[config.mk]
export PLATFORM = sky130hd
export DESIGN_NAME = peig_gen
export DESIGN_NICKNAME = d
export VERILOG_FILES = /design/src/verilog/peig_pkg.sv /design/src/verilog/peig_gen.sv
export VERILOG_INCLUDE_DIRS = /design/src /design/src/verilog
export SDC_FILE = /design/constraint.sdc
export NUM_CORES = 1
export LEC_CHECK = 0
export BUFFER_PORTS_ARGS = -buffer_cell sky130_fd_sc_hd__buf_4
export CAP_MARGIN = 20
export CORE_AREA = 5 5 133 103
export DETAILED_ROUTE_END_ITERATION = 10
export DIE_AREA = 0 0 138 108
export PLACE_DENSITY = 0.79
export SYNTH_ARGS = -nofsm -noshare
export SYNTH_HDL_FRONTEND = slang
export SYNTH_SLANG_ARGS = --single-unit
[constraint.sdc]
create_clock -name clk -period 2.1 [get_ports clk]
set_clock_uncertainty 0.2 [all_clocks]
set_input_delay 0 -clock clk [delete_from_list [all_inputs] [get_ports clk]]
set_output_delay 0 -clock clk [all_outputs]
set_load 0.01 [all_outputs]
[src/verilog/peig_consts.svh]
// constants for the endpoint interrupt generator
`ifndef PEIG_CONSTS_SVH
`define PEIG_CONSTS_SVH
`define PEIG_REG_CTRL 8'h00
`define PEIG_REG_ADDR 8'h04
`define PEIG_REG_DATA 8'h08
`define PEIG_REG_STAT 8'h0c
`define PEIG_REG_IRQ_STAT 8'h10
`define PEIG_REG_IRQ_MASK 8'h14
`define PEIG_CTRL_MSI_EN_BIT 0
`define PEIG_CTRL_MME_LSB 4
`define PEIG_CTRL_MMC_LSB 8
`define PEIG_DEF_MMC 3'h5
`define PEIG_FMT_MWR32 3'h2
`define PEIG_TYPE_MWR 5'h00
`define PEIG_FMT_MSG 3'h1
`define PEIG_TYPE_MSG_LOCAL 5'h14
`define PEIG_CODE_ASSERT_A 8'h20
`define PEIG_CODE_DEASSERT_A 8'h24
`define PEIG_LEN_ONE_DW 10'h001
`define PEIG_FIRST_BE_ALL 4'hf
`define PEIG_LAST_BE_NONE 4'h0
`define PEIG_ATTR_NONE 2'h0
`endif

[src/verilog/peig_pkg.sv]
// types for the endpoint interrupt generator
package peig_pkg;
   typedef enum logic [1:0] {
      PEIG_KIND_NONE = 2'h0,
      PEIG_KIND_ASSERT = 2'h1,
      PEIG_KIND_DEASSERT = 2'h2,
      PEIG_KIND_MSI = 2'h3
   } peig_kind_t;
   typedef enum logic [1:0] {
      PEIG_ST_IDLE = 2'h0,
      PEIG_ST_SEND = 2'h1,
      PEIG_ST_ASSERTED = 2'h2
   } peig_state_t;
endpackage : peig_pkg

[src/verilog/peig_gen.sv]
// endpoint interrupt generator: legacy line A messages and msi writes
`timescale 1ns/1ns
`include "peig_consts.svh"
module peig_gen
   import peig_pkg::*;
#(
   parameter logic [2:0] MMC = `PEIG_DEF_MMC
) (
   input wire logic clk,
   input wire logic arst_n,
   input wire logic [7:0] reg_addr,
   input wire logic [31:0] reg_wdata,
   input wire logic reg_wr,
   input wire logic reg_rd,
   output logic [31:0] reg_rdata_q,
   input wire logic usr_int_req,
   input wire logic usr_msi_req,
   input wire logic [4:0] usr_msi_vector,
   output logic usr_msi_done_q,
   input wire logic usr_data_wr_pending,
   output logic pkt_valid_q,
   input wire logic pkt_ready,
   output logic [2:0] pkt_fmt_q,
   output logic [4:0] pkt_type_q,
   output logic [7:0] pkt_msg_code_q,
   output logic [9:0] pkt_length_q,
   output logic [3:0] pkt_first_be_q,
   output logic [3:0] pkt_last_be_q,
   output logic [1:0] pkt_attr_q,
   output logic [31:0] pkt_addr_q,
   output logic [31:0] pkt_data_q,
   output logic int_pending_q,
   output logic irq_q
);
   logic msi_en_q;
   logic [2:0] mme_q;
   logic [31:0] msg_addr_q;
   logic [15:0] msg_data_q;
   logic mem_pending_q;
   logic [2:0] irq_stat_q;
   logic [2:0] irq_mask_q;
   logic [2:0] irq_evt;
   logic [31:0] rd_d;
   peig_state_t st_q;
   peig_kind_t kind_q;
   logic leg_asserted_q;
   logic pkt_take;
   logic msi_start;
   logic leg_start;
   logic deassert_start;

   // merge vector bits into programmed data under the enabled width
   function automatic logic [15:0] vec_data(input logic [15:0] base,
                                            input logic [2:0] mme,
                                            input logic [4:0] vec);
      logic [15:0] m;
      m = 16'h0000;
      m[4:0] = 5'(({5'h00, 1'b1} << mme) - 6'h01);
      vec_data = (base & ~m) | ({11'h000, vec} & m);
   endfunction : vec_data

   // clamp guards software that ignores the capable value
   function automatic logic [2:0] clamp_mme(input logic [2:0] v);
      clamp_mme = (v > MMC) ? MMC : v;
   endfunction : clamp_mme

   // one write decode shared by every register except irq status, which decodes its own write
   function automatic logic wr_hit(input logic wr, input logic [7:0] addr, input logic [7:0] a);
      wr_hit = wr && (addr == a);
   endfunction : wr_hit

   assign pkt_take = pkt_valid_q & pkt_ready;
   // stall msi behind posted data so the msi write never overtakes it; legacy messages are not stalled
   assign msi_start = (st_q == PEIG_ST_IDLE) & msi_en_q & usr_msi_req
                      & ~usr_data_wr_pending;
   assign leg_start = (st_q == PEIG_ST_IDLE) & ~msi_en_q & usr_int_req
                      & ~leg_asserted_q;
   assign deassert_start = (st_q == PEIG_ST_ASSERTED) & ~usr_int_req;

   // register writes, one register per process
   always_ff @(posedge clk or negedge arst_n) begin
      if (!arst_n) begin
         msi_en_q <= 1'b0;
         mme_q <= 3'h0;
      end else if (wr_hit(reg_wr, reg_addr, `PEIG_REG_CTRL)) begin
         msi_en_q <= reg_wdata[`PEIG_CTRL_MSI_EN_BIT];
         mme_q <= clamp_mme(reg_wdata[`PEIG_CTRL_MME_LSB +: 3]);
      end
   end

   // low address bits forced to zero for dword alignment
   always_ff @(posedge clk or negedge arst_n) begin
      if (!arst_n) begin
         msg_addr_q <= 32'h0000_0000;
      end else if (wr_hit(reg_wr, reg_addr, `PEIG_REG_ADDR)) begin
         msg_addr_q <= {reg_wdata[31:2], 2'h0};
      end
   end

   always_ff @(posedge clk or negedge arst_n) begin
      if (!arst_n) begin
         msg_data_q <= 16'h0000;
      end else if (wr_hit(reg_wr, reg_addr, `PEIG_REG_DATA)) begin
         msg_data_q <= reg_wdata[15:0];
      end
   end

   always_ff @(posedge clk or negedge arst_n) begin
      if (!arst_n) begin
         irq_mask_q <= 3'h0;
      end else if (wr_hit(reg_wr, reg_addr, `PEIG_REG_IRQ_MASK)) begin
         irq_mask_q <= reg_wdata[2:0];
      end
   end

   // events: assert sent, deassert sent, msi sent
   assign irq_evt = {pkt_take & (kind_q == PEIG_KIND_MSI),
                     pkt_take & (kind_q == PEIG_KIND_DEASSERT),
                     pkt_take & (kind_q == PEIG_KIND_ASSERT)};

   // set wins over write-one-to-clear
   always_ff @(posedge clk or negedge arst_n) begin
      if (!arst_n) begin
         irq_stat_q <= 3'h0;
      end else begin
         irq_stat_q <= (irq_stat_q & ~((reg_wr && reg_addr == `PEIG_REG_IRQ_STAT) ?
                        reg_wdata[2:0] : 3'h0)) | irq_evt;
      end
   end

   always_ff @(posedge clk or negedge arst_n) begin
      if (!arst_n) begin
         irq_q <= 1'b0;
      end else begin
         irq_q <= |(irq_stat_q & irq_mask_q);
      end
   end

   // read mux
   always_comb begin
      rd_d = 32'h0000_0000;
      unique case (reg_addr)
         `PEIG_REG_CTRL: begin
            rd_d[`PEIG_CTRL_MSI_EN_BIT] = msi_en_q;
            rd_d[`PEIG_CTRL_MME_LSB +: 3] = mme_q;
            rd_d[`PEIG_CTRL_MMC_LSB +: 3] = MMC;
         end
         `PEIG_REG_ADDR: rd_d = msg_addr_q;
         `PEIG_REG_DATA: rd_d = {16'h0000, msg_data_q};
         `PEIG_REG_STAT: rd_d = {28'h0, leg_asserted_q, st_q != PEIG_ST_IDLE,
                                 mem_pending_q, int_pending_q};
         `PEIG_REG_IRQ_STAT: rd_d = {29'h0, irq_stat_q};
         `PEIG_REG_IRQ_MASK: rd_d = {29'h0, irq_mask_q};
         default: rd_d = 32'h0000_0000;
      endcase
   end

   always_ff @(posedge clk or negedge arst_n) begin
      if (!arst_n) begin
         reg_rdata_q <= 32'h0000_0000;
      end else begin
         reg_rdata_q <= reg_rd ? rd_d : 32'h0000_0000;
      end
   end

   // message sequencer
   always_ff @(posedge clk or negedge arst_n) begin
      if (!arst_n) begin
         st_q <= PEIG_ST_IDLE;
         kind_q <= PEIG_KIND_NONE;
         leg_asserted_q <= 1'b0;
      end else begin
         unique case (st_q)
            PEIG_ST_IDLE: begin
               if (msi_start) begin
                  st_q <= PEIG_ST_SEND;
                  kind_q <= PEIG_KIND_MSI;
               end else if (leg_start) begin
                  st_q <= PEIG_ST_SEND;
                  kind_q <= PEIG_KIND_ASSERT;
               end
            end
            PEIG_ST_SEND: begin
               if (pkt_take) begin
                  if (kind_q == PEIG_KIND_ASSERT) begin
                     st_q <= PEIG_ST_ASSERTED;
                     leg_asserted_q <= 1'b1;
                  end else begin
                     st_q <= PEIG_ST_IDLE;
                     leg_asserted_q <= 1'b0;
                  end
                  kind_q <= PEIG_KIND_NONE;
               end
            end
            PEIG_ST_ASSERTED: begin
               // deassert is still owed after msi gets enabled
               if (deassert_start) begin
                  st_q <= PEIG_ST_SEND;
                  kind_q <= PEIG_KIND_DEASSERT;
               end
            end
            default: st_q <= PEIG_ST_IDLE;
         endcase
      end
   end

   // offer raised on any start, dropped once taken; fields hold meanwhile
   always_ff @(posedge clk or negedge arst_n) begin
      if (!arst_n) begin
         pkt_valid_q <= 1'b0;
      end else if (msi_start || leg_start || deassert_start) begin
         pkt_valid_q <= 1'b1;
      end else if (pkt_take) begin
         pkt_valid_q <= 1'b0;
      end
   end

   always_ff @(posedge clk or negedge arst_n) begin
      if (!arst_n) begin
         pkt_fmt_q <= 3'h0;
      end else if (msi_start) begin
         pkt_fmt_q <= `PEIG_FMT_MWR32;
      end else if (leg_start || deassert_start) begin
         pkt_fmt_q <= `PEIG_FMT_MSG;
      end
   end

   always_ff @(posedge clk or negedge arst_n) begin
      if (!arst_n) begin
         pkt_type_q <= 5'h00;
      end else if (msi_start) begin
         pkt_type_q <= `PEIG_TYPE_MWR;
      end else if (leg_start || deassert_start) begin
         pkt_type_q <= `PEIG_TYPE_MSG_LOCAL;
      end
   end

   // only line a codes exist here
   always_ff @(posedge clk or negedge arst_n) begin
      if (!arst_n) begin
         pkt_msg_code_q <= 8'h00;
      end else if (msi_start) begin
         pkt_msg_code_q <= 8'h00;
      end else if (leg_start || deassert_start) begin
         pkt_msg_code_q <= leg_start ? `PEIG_CODE_ASSERT_A : `PEIG_CODE_DEASSERT_A;
      end
   end

   always_ff @(posedge clk or negedge arst_n) begin
      if (!arst_n) begin
         pkt_length_q <= 10'h000;
      end else if (msi_start) begin
         pkt_length_q <= `PEIG_LEN_ONE_DW;
      end else if (leg_start || deassert_start) begin
         pkt_length_q <= 10'h000;
      end
   end

   always_ff @(posedge clk or negedge arst_n) begin
      if (!arst_n) begin
         pkt_first_be_q <= 4'h0;
      end else if (msi_start) begin
         pkt_first_be_q <= `PEIG_FIRST_BE_ALL;
      end else if (leg_start || deassert_start) begin
         pkt_first_be_q <= 4'h0;
      end
   end

   always_ff @(posedge clk or negedge arst_n) begin
      if (!arst_n) begin
         pkt_last_be_q <= 4'h0;
      end else if (msi_start) begin
         pkt_last_be_q <= `PEIG_LAST_BE_NONE;
      end else if (leg_start || deassert_start) begin
         pkt_last_be_q <= 4'h0;
      end
   end

   always_ff @(posedge clk or negedge arst_n) begin
      if (!arst_n) begin
         pkt_attr_q <= 2'h0;
      end else if (msi_start) begin
         pkt_attr_q <= `PEIG_ATTR_NONE;
      end else if (leg_start || deassert_start) begin
         pkt_attr_q <= `PEIG_ATTR_NONE;
      end
   end

   always_ff @(posedge clk or negedge arst_n) begin
      if (!arst_n) begin
         pkt_addr_q <= 32'h0000_0000;
      end else if (msi_start) begin
         pkt_addr_q <= msg_addr_q;
      end else if (leg_start || deassert_start) begin
         pkt_addr_q <= 32'h0000_0000;
      end
   end

   // vector sampled at start so a changing request cannot tear the payload
   always_ff @(posedge clk or negedge arst_n) begin
      if (!arst_n) begin
         pkt_data_q <= 32'h0000_0000;
      end else if (msi_start) begin
         pkt_data_q <= {16'h0000, vec_data(msg_data_q, mme_q, usr_msi_vector)};
      end else if (leg_start || deassert_start) begin
         pkt_data_q <= 32'h0000_0000;
      end
   end

   // pending indications follow the line
   always_ff @(posedge clk or negedge arst_n) begin
      if (!arst_n) begin
         int_pending_q <= 1'b0;
      end else if (pkt_take && kind_q == PEIG_KIND_ASSERT) begin
         int_pending_q <= 1'b1;
      end else if (pkt_take && kind_q == PEIG_KIND_DEASSERT) begin
         int_pending_q <= 1'b0;
      end
   end

   always_ff @(posedge clk or negedge arst_n) begin
      if (!arst_n) begin
         mem_pending_q <= 1'b0;
      end else if (pkt_take && kind_q == PEIG_KIND_ASSERT) begin
         mem_pending_q <= 1'b1;
      end else if (pkt_take && kind_q == PEIG_KIND_DEASSERT) begin
         mem_pending_q <= 1'b0;
      end
   end

   always_ff @(posedge clk or negedge arst_n) begin
      if (!arst_n) begin
         usr_msi_done_q <= 1'b0;
      end else begin
         usr_msi_done_q <= pkt_take & (kind_q == PEIG_KIND_MSI);
      end
   end
endmodule : peig_gen

==> results of run 1 <==
==> worst min path at each step <==
stage | end | from | slack [ns]
2_1_floorplan | irq_mask_q[0]$_DFFE_PN0P_ | arst_n | -0.50
3_3_place_gp | msg_addr_q[18]$_DFFE_PN0P_ | arst_n | -0.19
3_5_place_dp | msg_addr_q[18]$_DFFE_PN0P_ | arst_n | -0.18
4_1_cts | msg_addr_q[9]$_DFFE_PN0P_ | reg_addr[5] | 0.03
5_1_grt | msg_addr_q[9]$_DFFE_PN0P_ | reg_addr[5] | 0.07
6_report | msg_addr_q[2]$_DFFE_PN0P_ | reg_addr[5] | 0.04
==> report_power, final <==
group	switching (mW)	leakage (nW)	total (mW)	internal, mW
Combinational	0.587	2.08	1.10	0.515
Clock	1.16	0.299	3.18	2.02
Sequential	0.144	2.00	3.11	2.96
==> cell type report <==
| type | instances | area (sq um) | area share, % |
|---|---|---|---|
| flip-flops and latches | 146 | 3650 | 43.4 |
| multi-input cells | 285 | 2110 | 25.0 |
| repair buffers | 214 | 1790 | 21.2 |
| clock buffers | 19 | 443 | 5.26 |
| well taps | 166 | 208 | 2.47 |
| clock inverters | 13 | 184 | 2.18 |
| inverters | 9 | 33.8 | 0.401 |
==> cells by family after synthesis <==
| kind of cell | Yosys count |
|---|---|
| simple gates | 80 |
| mux | 68 |
| flops | 146 |
| other cells | 1 |
| fa+ha+maj | 4 |
| compound gates | 90 |
| buf+inv | 81 |
==> worst max-delay path: stages, from the launching register on <==
cell,delay (ns)
dfrtp_1,0.40
inv_1,0.10
ha_1,0.18
buf_4,0.14
o311ai_2,0.14
a21oi_1,0.17
nor2_1,0.06
dlygate4sd3_1,0.55
==> cells in the mapped netlist (all sizes together) (4+ instances only) <==
| cell type | count |
|---|---|
| dfrtp | 146 |
| and2 | 19 |
| mux2 | 55 |
| o21ai | 12 |
| nor2 | 27 |
| buf | 68 |
| mux2i | 13 |
| ha | 4 |
| o2bb2ai | 6 |
| inv | 9 |
| a21oi | 14 |
| a22o | 42 |
| nand2 | 12 |
| nor3 | 6 |
| a22oi | 8 |
| clkbuf | 4 |
==> through the flow <==
| step | cell area, sq um | utilization (%) |
|---|---|---|
| 6_report | 8420 | 69.1 |
| 2_1_floorplan | 6280 | - |
| 3_3_place_gp | 7230 | 59.4 |
| 3_5_place_dp | 7230 | 59.4 |
| 4_1_cts | 8410 | 69.1 |
| 5_1_grt | 8420 | 69.1 |
==> per-layer routing <==
layer  up-vias  GRT usage, %
met1      2159          27.3
met3        25          5.75
met2       181          33.5
li1       1984             -
met5         -             0
met4         0          8.18
==> registers in the layout (all words and copies together) (netlist names) <==
signal,flops
pkt_data_q,16
irq_q,1
mme_q,3
msg_data_q,16
pkt_addr_q,30
msi_en_q,1
pkt_fmt_q,1
usr_msi_done_q,1
pkt_msg_code_q,1
mem_pending_q,1
pkt_valid_q,1
kind_q,2
irq_stat_q,3
irq_mask_q,3
pkt_first_be_q,1
leg_asserted_q,1
reg_rdata_q,32
st_q,2
msg_addr_q,30
==> timing repair <==
item / in CTS / in global routing
setup endpoints to repair: 0 / 24
gates resized for setup: 0 / 2
hold endpoints to repair: 248 / 0
hold buffers: 55 / 0
==> impl_metrics.csv, run 1 <==
group,metric,value,unit
outcome,outcome,"complete, no violations",
timing,period_share,98.1,%
synthesis,synth-simple-area-share,7.46,%
route,via_count,4349,
clocking,cts_buffer_depth,2,
critical_path,crit_arrival,2.15,ns
placed_design,dp.cells,765,
route,drt_wl_total,15100,microns
synthesis,yosys_most_used_dff,"dfrtp_1",
cells_and_area,final_cell_mix,"155 x buf_4, 146 x dfrtp_1, 54 x dlygate4sd3_1",
synthesis,synthArstFlopShare,100,%
floorplan,io_pins,189,
floorplan,core,0.0122,sq mm
synthesis,synth_top_cell_area_share,59.7,%
cells_and_area,final_nets,730,
pwr,total_power,7.39,mW
timing,holdWs,0.0404,ns
clocking,insertion_delay,0.41,ns
synthesis,synth-xor-area-share,0,%
timing,tightest_slew,0.618,ns
synthesis,synth_top_family_by_area,"multiplexers",
critical_path,r2r_setup_slack,0.04,ns
global_route,grt_start_max_net_pins,62,
synthesis,ys_ff_latch,146,
synthesis,synth_edf_count,0,
route,wl_met3,1060,microns
route,drt_pass1_iterations,4,
route,top_layer,"met4",
global_route,grt_pass1_wl,24700,microns
floorplan,start_util,50.3,%
clocking,cts_tree,"yes",
synthesis,ys.warnings.count,0,
global_route,grt.overflow.total,0,
timing,finalMaxSlewViolations,0,
placed_design,pre_cts_ws,0.228,ns
pwr,powerDensity,877,mW/mm^2
synthesis,synthAdderAreaFrac,0.817,%
cells_and_area,num_antenna_cells,0,
clocking,cts.sinks,146,
placed_design,dp_hpwl,10200,microns
clocking,numCtsBuffers,17,
synthesis,yosys-mux-area-fraction,12.2,%
critical_path,endpoint,"st_q[0]$_DFFE_PN0P_",
global_route,first_global_vias,4675,
critical_path,reg2regPathDepth,7,
route,first_iter_violations,166,
synthesis,synth_seq_area_share,59.7,%
placed_design,port_buffers,145,
synthesis,yosys.area.top_type,"dfrtp_1",
floorplan,fp-row-count,35,
clocking,clk_pin_slew,0.06,ns
global_route,antenna_found_initial,0,
floorplan,die-area,0.0149,sq mm
critical_path,worst_setup_path_end_kind,"flop",
clocking,post-cts-setup-buffers,0,
timing,worst_slack,0.0409,ns
synthesis,synth_area_leaders,"dfrtp_1 60%, mux2_2 9.6%, buf_4 6.5%, a22o_1 6.0%, mux2i_1 2.1%",
cells_and_area,fill_cells,856,
pwr,irDropWorstVdd,0.630,mV
hold_path,hold_depth,5,
route,wl_met1,6580,microns
cells_and_area,syn2layout_area_growth,37.5,%
synthesis,synth.distinct_cells,44,
synthesis,synth_compound_area_share,11.2,%
critical_path,startpoint,"st_q[1]$_DFFE_PN0P_",
critical_path,required,2.19,ns
timing,finalSetupViolCount,0,
cells_and_area,drive_above_1_share,36.9,%
pwr,p_leak,4.38,nW
cells_and_area,final_common_cell,"buf_4",
critical_path,criticalPathCategory,"flop to flop",
route,wire_per_inst,17.7,microns
route,avgViaCountPerCell,5.10,
hold_path,min_path_type,"input port to flop",
timing,max_freq,486,MHz
timing,hold_viol_final,0,
timing,relSlewSlack,58.8,%
synthesis,synthCells,470,
route,drc_errors,0,
critical_path,reg2reg_from,"st_q[1]$_DFFE_PN0P_",
global_route,track_usage,20.9,%
placed_design,gp_congestion,0.862,
route,ant_nets,0,
floorplan,die_y,108,microns
timing,finalSetupTns,0,ns
route,wl_met2,7220,microns
synthesis,netlist_area,0.00612,sq mm
critical_path,crit_fanout,4,
critical_path,cp-start-kind,"flop",
timing,period_needed,2.06,ns
timing,rsz0062_at_grt,"yes",
cells_and_area,finalNonFillerCells,852,
critical_path,r2r_end,"st_q[0]$_DFFE_PN0P_",
clocking,root_buffer,"clkbuf_16",
clocking,ctsHtreeMaxLevel,4,
floorplan,die_x,138,microns
run,max_cap_violations,0,
synthesis,synth_area_per_cell,13.0,sq um
Note: power is estimated with default switching activity, not from simulation.
==> inputs of run 2 (changes only) <==
CORE_AREA = 5 5 169 130   (was 5 5 133 103)
DIE_AREA = 0 0 174 135   (was 0 0 138 108)
PLACE_DENSITY = unset   (was 0.79)
==> run 2 against run 1 <==
- critical path type unchanged
- combinational power about the same
- power increased by 1.4%
- sequential cell count stayed put
- die area is 58% higher
- cell count up 16%
- highest routed layer unchanged
- maximum frequency is 0.76% lower
- critical path depth fell by 1
- final area up 7.1%
- routed wire length grew 12%
==> impl_metrics.csv, run 2 (synthesized netlist as in run 1, its figures left out) <==
group,metric,value,unit
timing,holdWs,0.0402,ns
critical_path,r2r_end,"pkt_data_q[5]$_DFFE_PN0P_",
pwr,total_power,7.49,mW
critical_path,cp-start-kind,"flop",
route,ant_nets,0,
pwr,internal_power,5.50,mW
critical_path,reg2reg_from,"st_q[0]$_DFFE_PN0P_",
cells_and_area,num_antenna_cells,0,
clocking,cts.sinks,146,
critical_path,worst-path-buf-inv,2,
global_route,track_usage,14.6,%
placed_design,dp_hpwl,11500,microns
critical_path,crit_fanout,16,
placed_design,pre_cts_ws,0.0246,ns
placed_design,placed_area,0.00735,sq mm
cells_and_area,fill_cells,1811,
pwr,seqPwrFrac,41.6,%
floorplan,start_util,30.5,%
critical_path,max_stage_delay,0.41,ns
route,drt_pass1_iterations,4,
global_route,grt_start_max_net_pins,57,
clocking,clk_pin_slew,0.06,ns
floorplan,fp-row-count,45,
critical_path,cp_cell_sequence,"inv_1, ha_1, and4b_2, nor3_4, buf_4, a22o_1",
timing,finalSetupTns,0,ns
cells_and_area,final_common_cell,"buf_4",
global_route,first_global_vias,4836,
floorplan,io_pins,189,
route,wire_per_inst,17.1,microns
pwr,clockPowerShare,43.6,%
clocking,cts_buffer_depth,2,
cells_and_area,final_nets,774,
critical_path,r2r_setup_slack,0.03,ns
route,wl_met1,7400,microns
pwr,powerDensity,831,mW/mm^2
pwr,combPwrFrac,14.8,%
global_route,grt_pass1_wl,27000,microns
critical_path,worst_setup_path_end_kind,"flop",
placed_design,dp.cells,859,
pwr,p_switching,1.99,mW
clocking,insertion_delay,0.42,ns
outcome,outcome,"complete, no violations",
route,wl_met3,1020,microns
global_route,antenna_found_initial,0,
floorplan,die_x,174,microns
timing,finalSetupViolCount,0,
route,wl_met2,8250,microns
critical_path,critical_path.slowest_cell,"dfrtp_1",
timing,finalMaxSlewViolations,0,
critical_path,crit_arrival,2.23,ns
route,via_count,4472,
clocking,root_buffer,"clkbuf_16",
pwr,p_sw_share,26.6,%
global_route,grt.overflow.total,0,
cells_and_area,seqCellArea,0.00365,sq mm
critical_path,endpoint,"pkt_data_q[5]$_DFFE_PN0P_",
cells_and_area,fin_util,45.0,%
cells_and_area,syn2layout_area_growth,47.2,%
cells_and_area,finalInstanceArea,0.00901,sq mm
critical_path,required,2.26,ns
clocking,ctsHtreeMaxLevel,4,
floorplan,core,0.0200,sq mm
timing,rsz0062_at_grt,"yes",
cells_and_area,finalNonFillerCells,988,
timing,max_freq,482,MHz
hold_path,min_path_type,"input port to flop",
critical_path,cp.depth,6,
placed_design,gp_congestion,0.793,
cells_and_area,top_register,"reg_rdata_q",
cells_and_area,final_cell_mix,"156 x buf_4, 146 x dfrtp_1, 96 x dlygate4sd3_1",
placed_design,port_buffers,145,
timing,hold_viol_final,0,
route,first_iter_violations,271,
floorplan,die-area,0.0235,sq mm
run,max_cap_violations,0,
timing,period_share,98.8,%
critical_path,criticalPathCategory,"flop to flop",
route,drc_errors,0,
cells_and_area,drive_above_1_share,35.3,%
timing,period_needed,2.07,ns
clocking,numCtsBuffers,17,
critical_path,reg2regPathDepth,6,
pwr,p_leak,4.64,nW
clocking,cts_tree,"yes",
cells_and_area,multiInputGateArea,0.00214,sq mm
cells_and_area,largest_reg_flops,32,
pwr,irDropWorstVdd,0.422,mV
timing,worst_slack,0.0251,ns
floorplan,die_y,135,microns
critical_path,crit_family,"simple AND/OR/NAND/NOR gates",
route,top_layer,"met4",
route,avgViaCountPerCell,4.53,
cells_and_area,top_regs,"reg_rdata_q: 32 flops, msg_addr_q: 30 flops, pkt_addr_q: 30 flops",
route,drt_wl_total,16900,microns
critical_path,startpoint,"st_q[0]$_DFFE_PN0P_",
run 2: cell count changes in the layout (fill, tap and decap cells not counted), sizes merged:
| cell | delta |
|---|---|
| buf | +3 |
| dlygate4sd3 | +42 |
| clkbuf | -1 |
| clkinv | -3 |
| clkinvlp | +2 |
| inv | +2 |
| dlymetal6s4s | -1 |
run 2: layout make-up:
| type | instances | area share [%] |
|---|---|---|
| tap | 258 | 3.58 |
| clock inverter | 14 | 2.24 |
| timing repair buffer | 258 | 24.7 |
| inverter | 9 | 0.375 |
| multi-input combinational | 285 | 23.7 |
| clock buffer | 18 | 4.87 |
| sequential | 146 | 40.5 |
run 2: worst min-delay path by stage:
stage	startpoint	to	depth (start not counted)
2_1_floorplan	arst_n	irq_mask_q[0]$_DFFE_PN0P_	0
3_5_place_dp	arst_n	reg_rdata_q[25]$_DFF_PN0_	1
5_1_grt	reg_addr[7]	irq_mask_q[2]$_DFFE_PN0P_	6
4_1_cts	reg_addr[5]	irq_mask_q[2]$_DFFE_PN0P_	5
3_3_place_gp	arst_n	reg_rdata_q[25]$_DFF_PN0_	1
6_report	reg_addr[2]	reg_rdata_q[2]$_DFF_PN0_	5
run 2: routing by layer:
| layer | up-vias | track usage, % |
|---|---|---|
| met5 | - | 0 |
| met4 | 0 | 4.79 |
| met3 | 21 | 4.81 |
| met2 | 138 | 23.5 |
| met1 | 2237 | 18.7 |
| li1 | 2076 | - |
run 2: what timing repair did:
item | 4_1_cts | 5_1_grt
endpoints found under the hold margin | 247 | 1
gates resized for setup | 0 | 8
endpoints found under the setup margin | 0 | 86
buffers inserted | 0 | 1
hold buffers | 97 | 1
run 2: power by group through the flow:
stage | clock network [mW] | registers (mW) | logic (mW)
floorplan | 0 | 3.13 | 0.664
global placement | 0 | 3.15 | 0.960
detailed placement | 0 | 3.16 | 0.982
CTS | 3.34 | 3.11 | 1.10
global route | 3.45 | 3.13 | 1.22
finish | 3.27 | 3.11 | 1.11
run 2: tightest hold or removal path, delay by kind of cell:
family          cells  cell delay (ns)
simple gates        1             0.15
compound gates      3             0.29
buf+inv             1             0.17
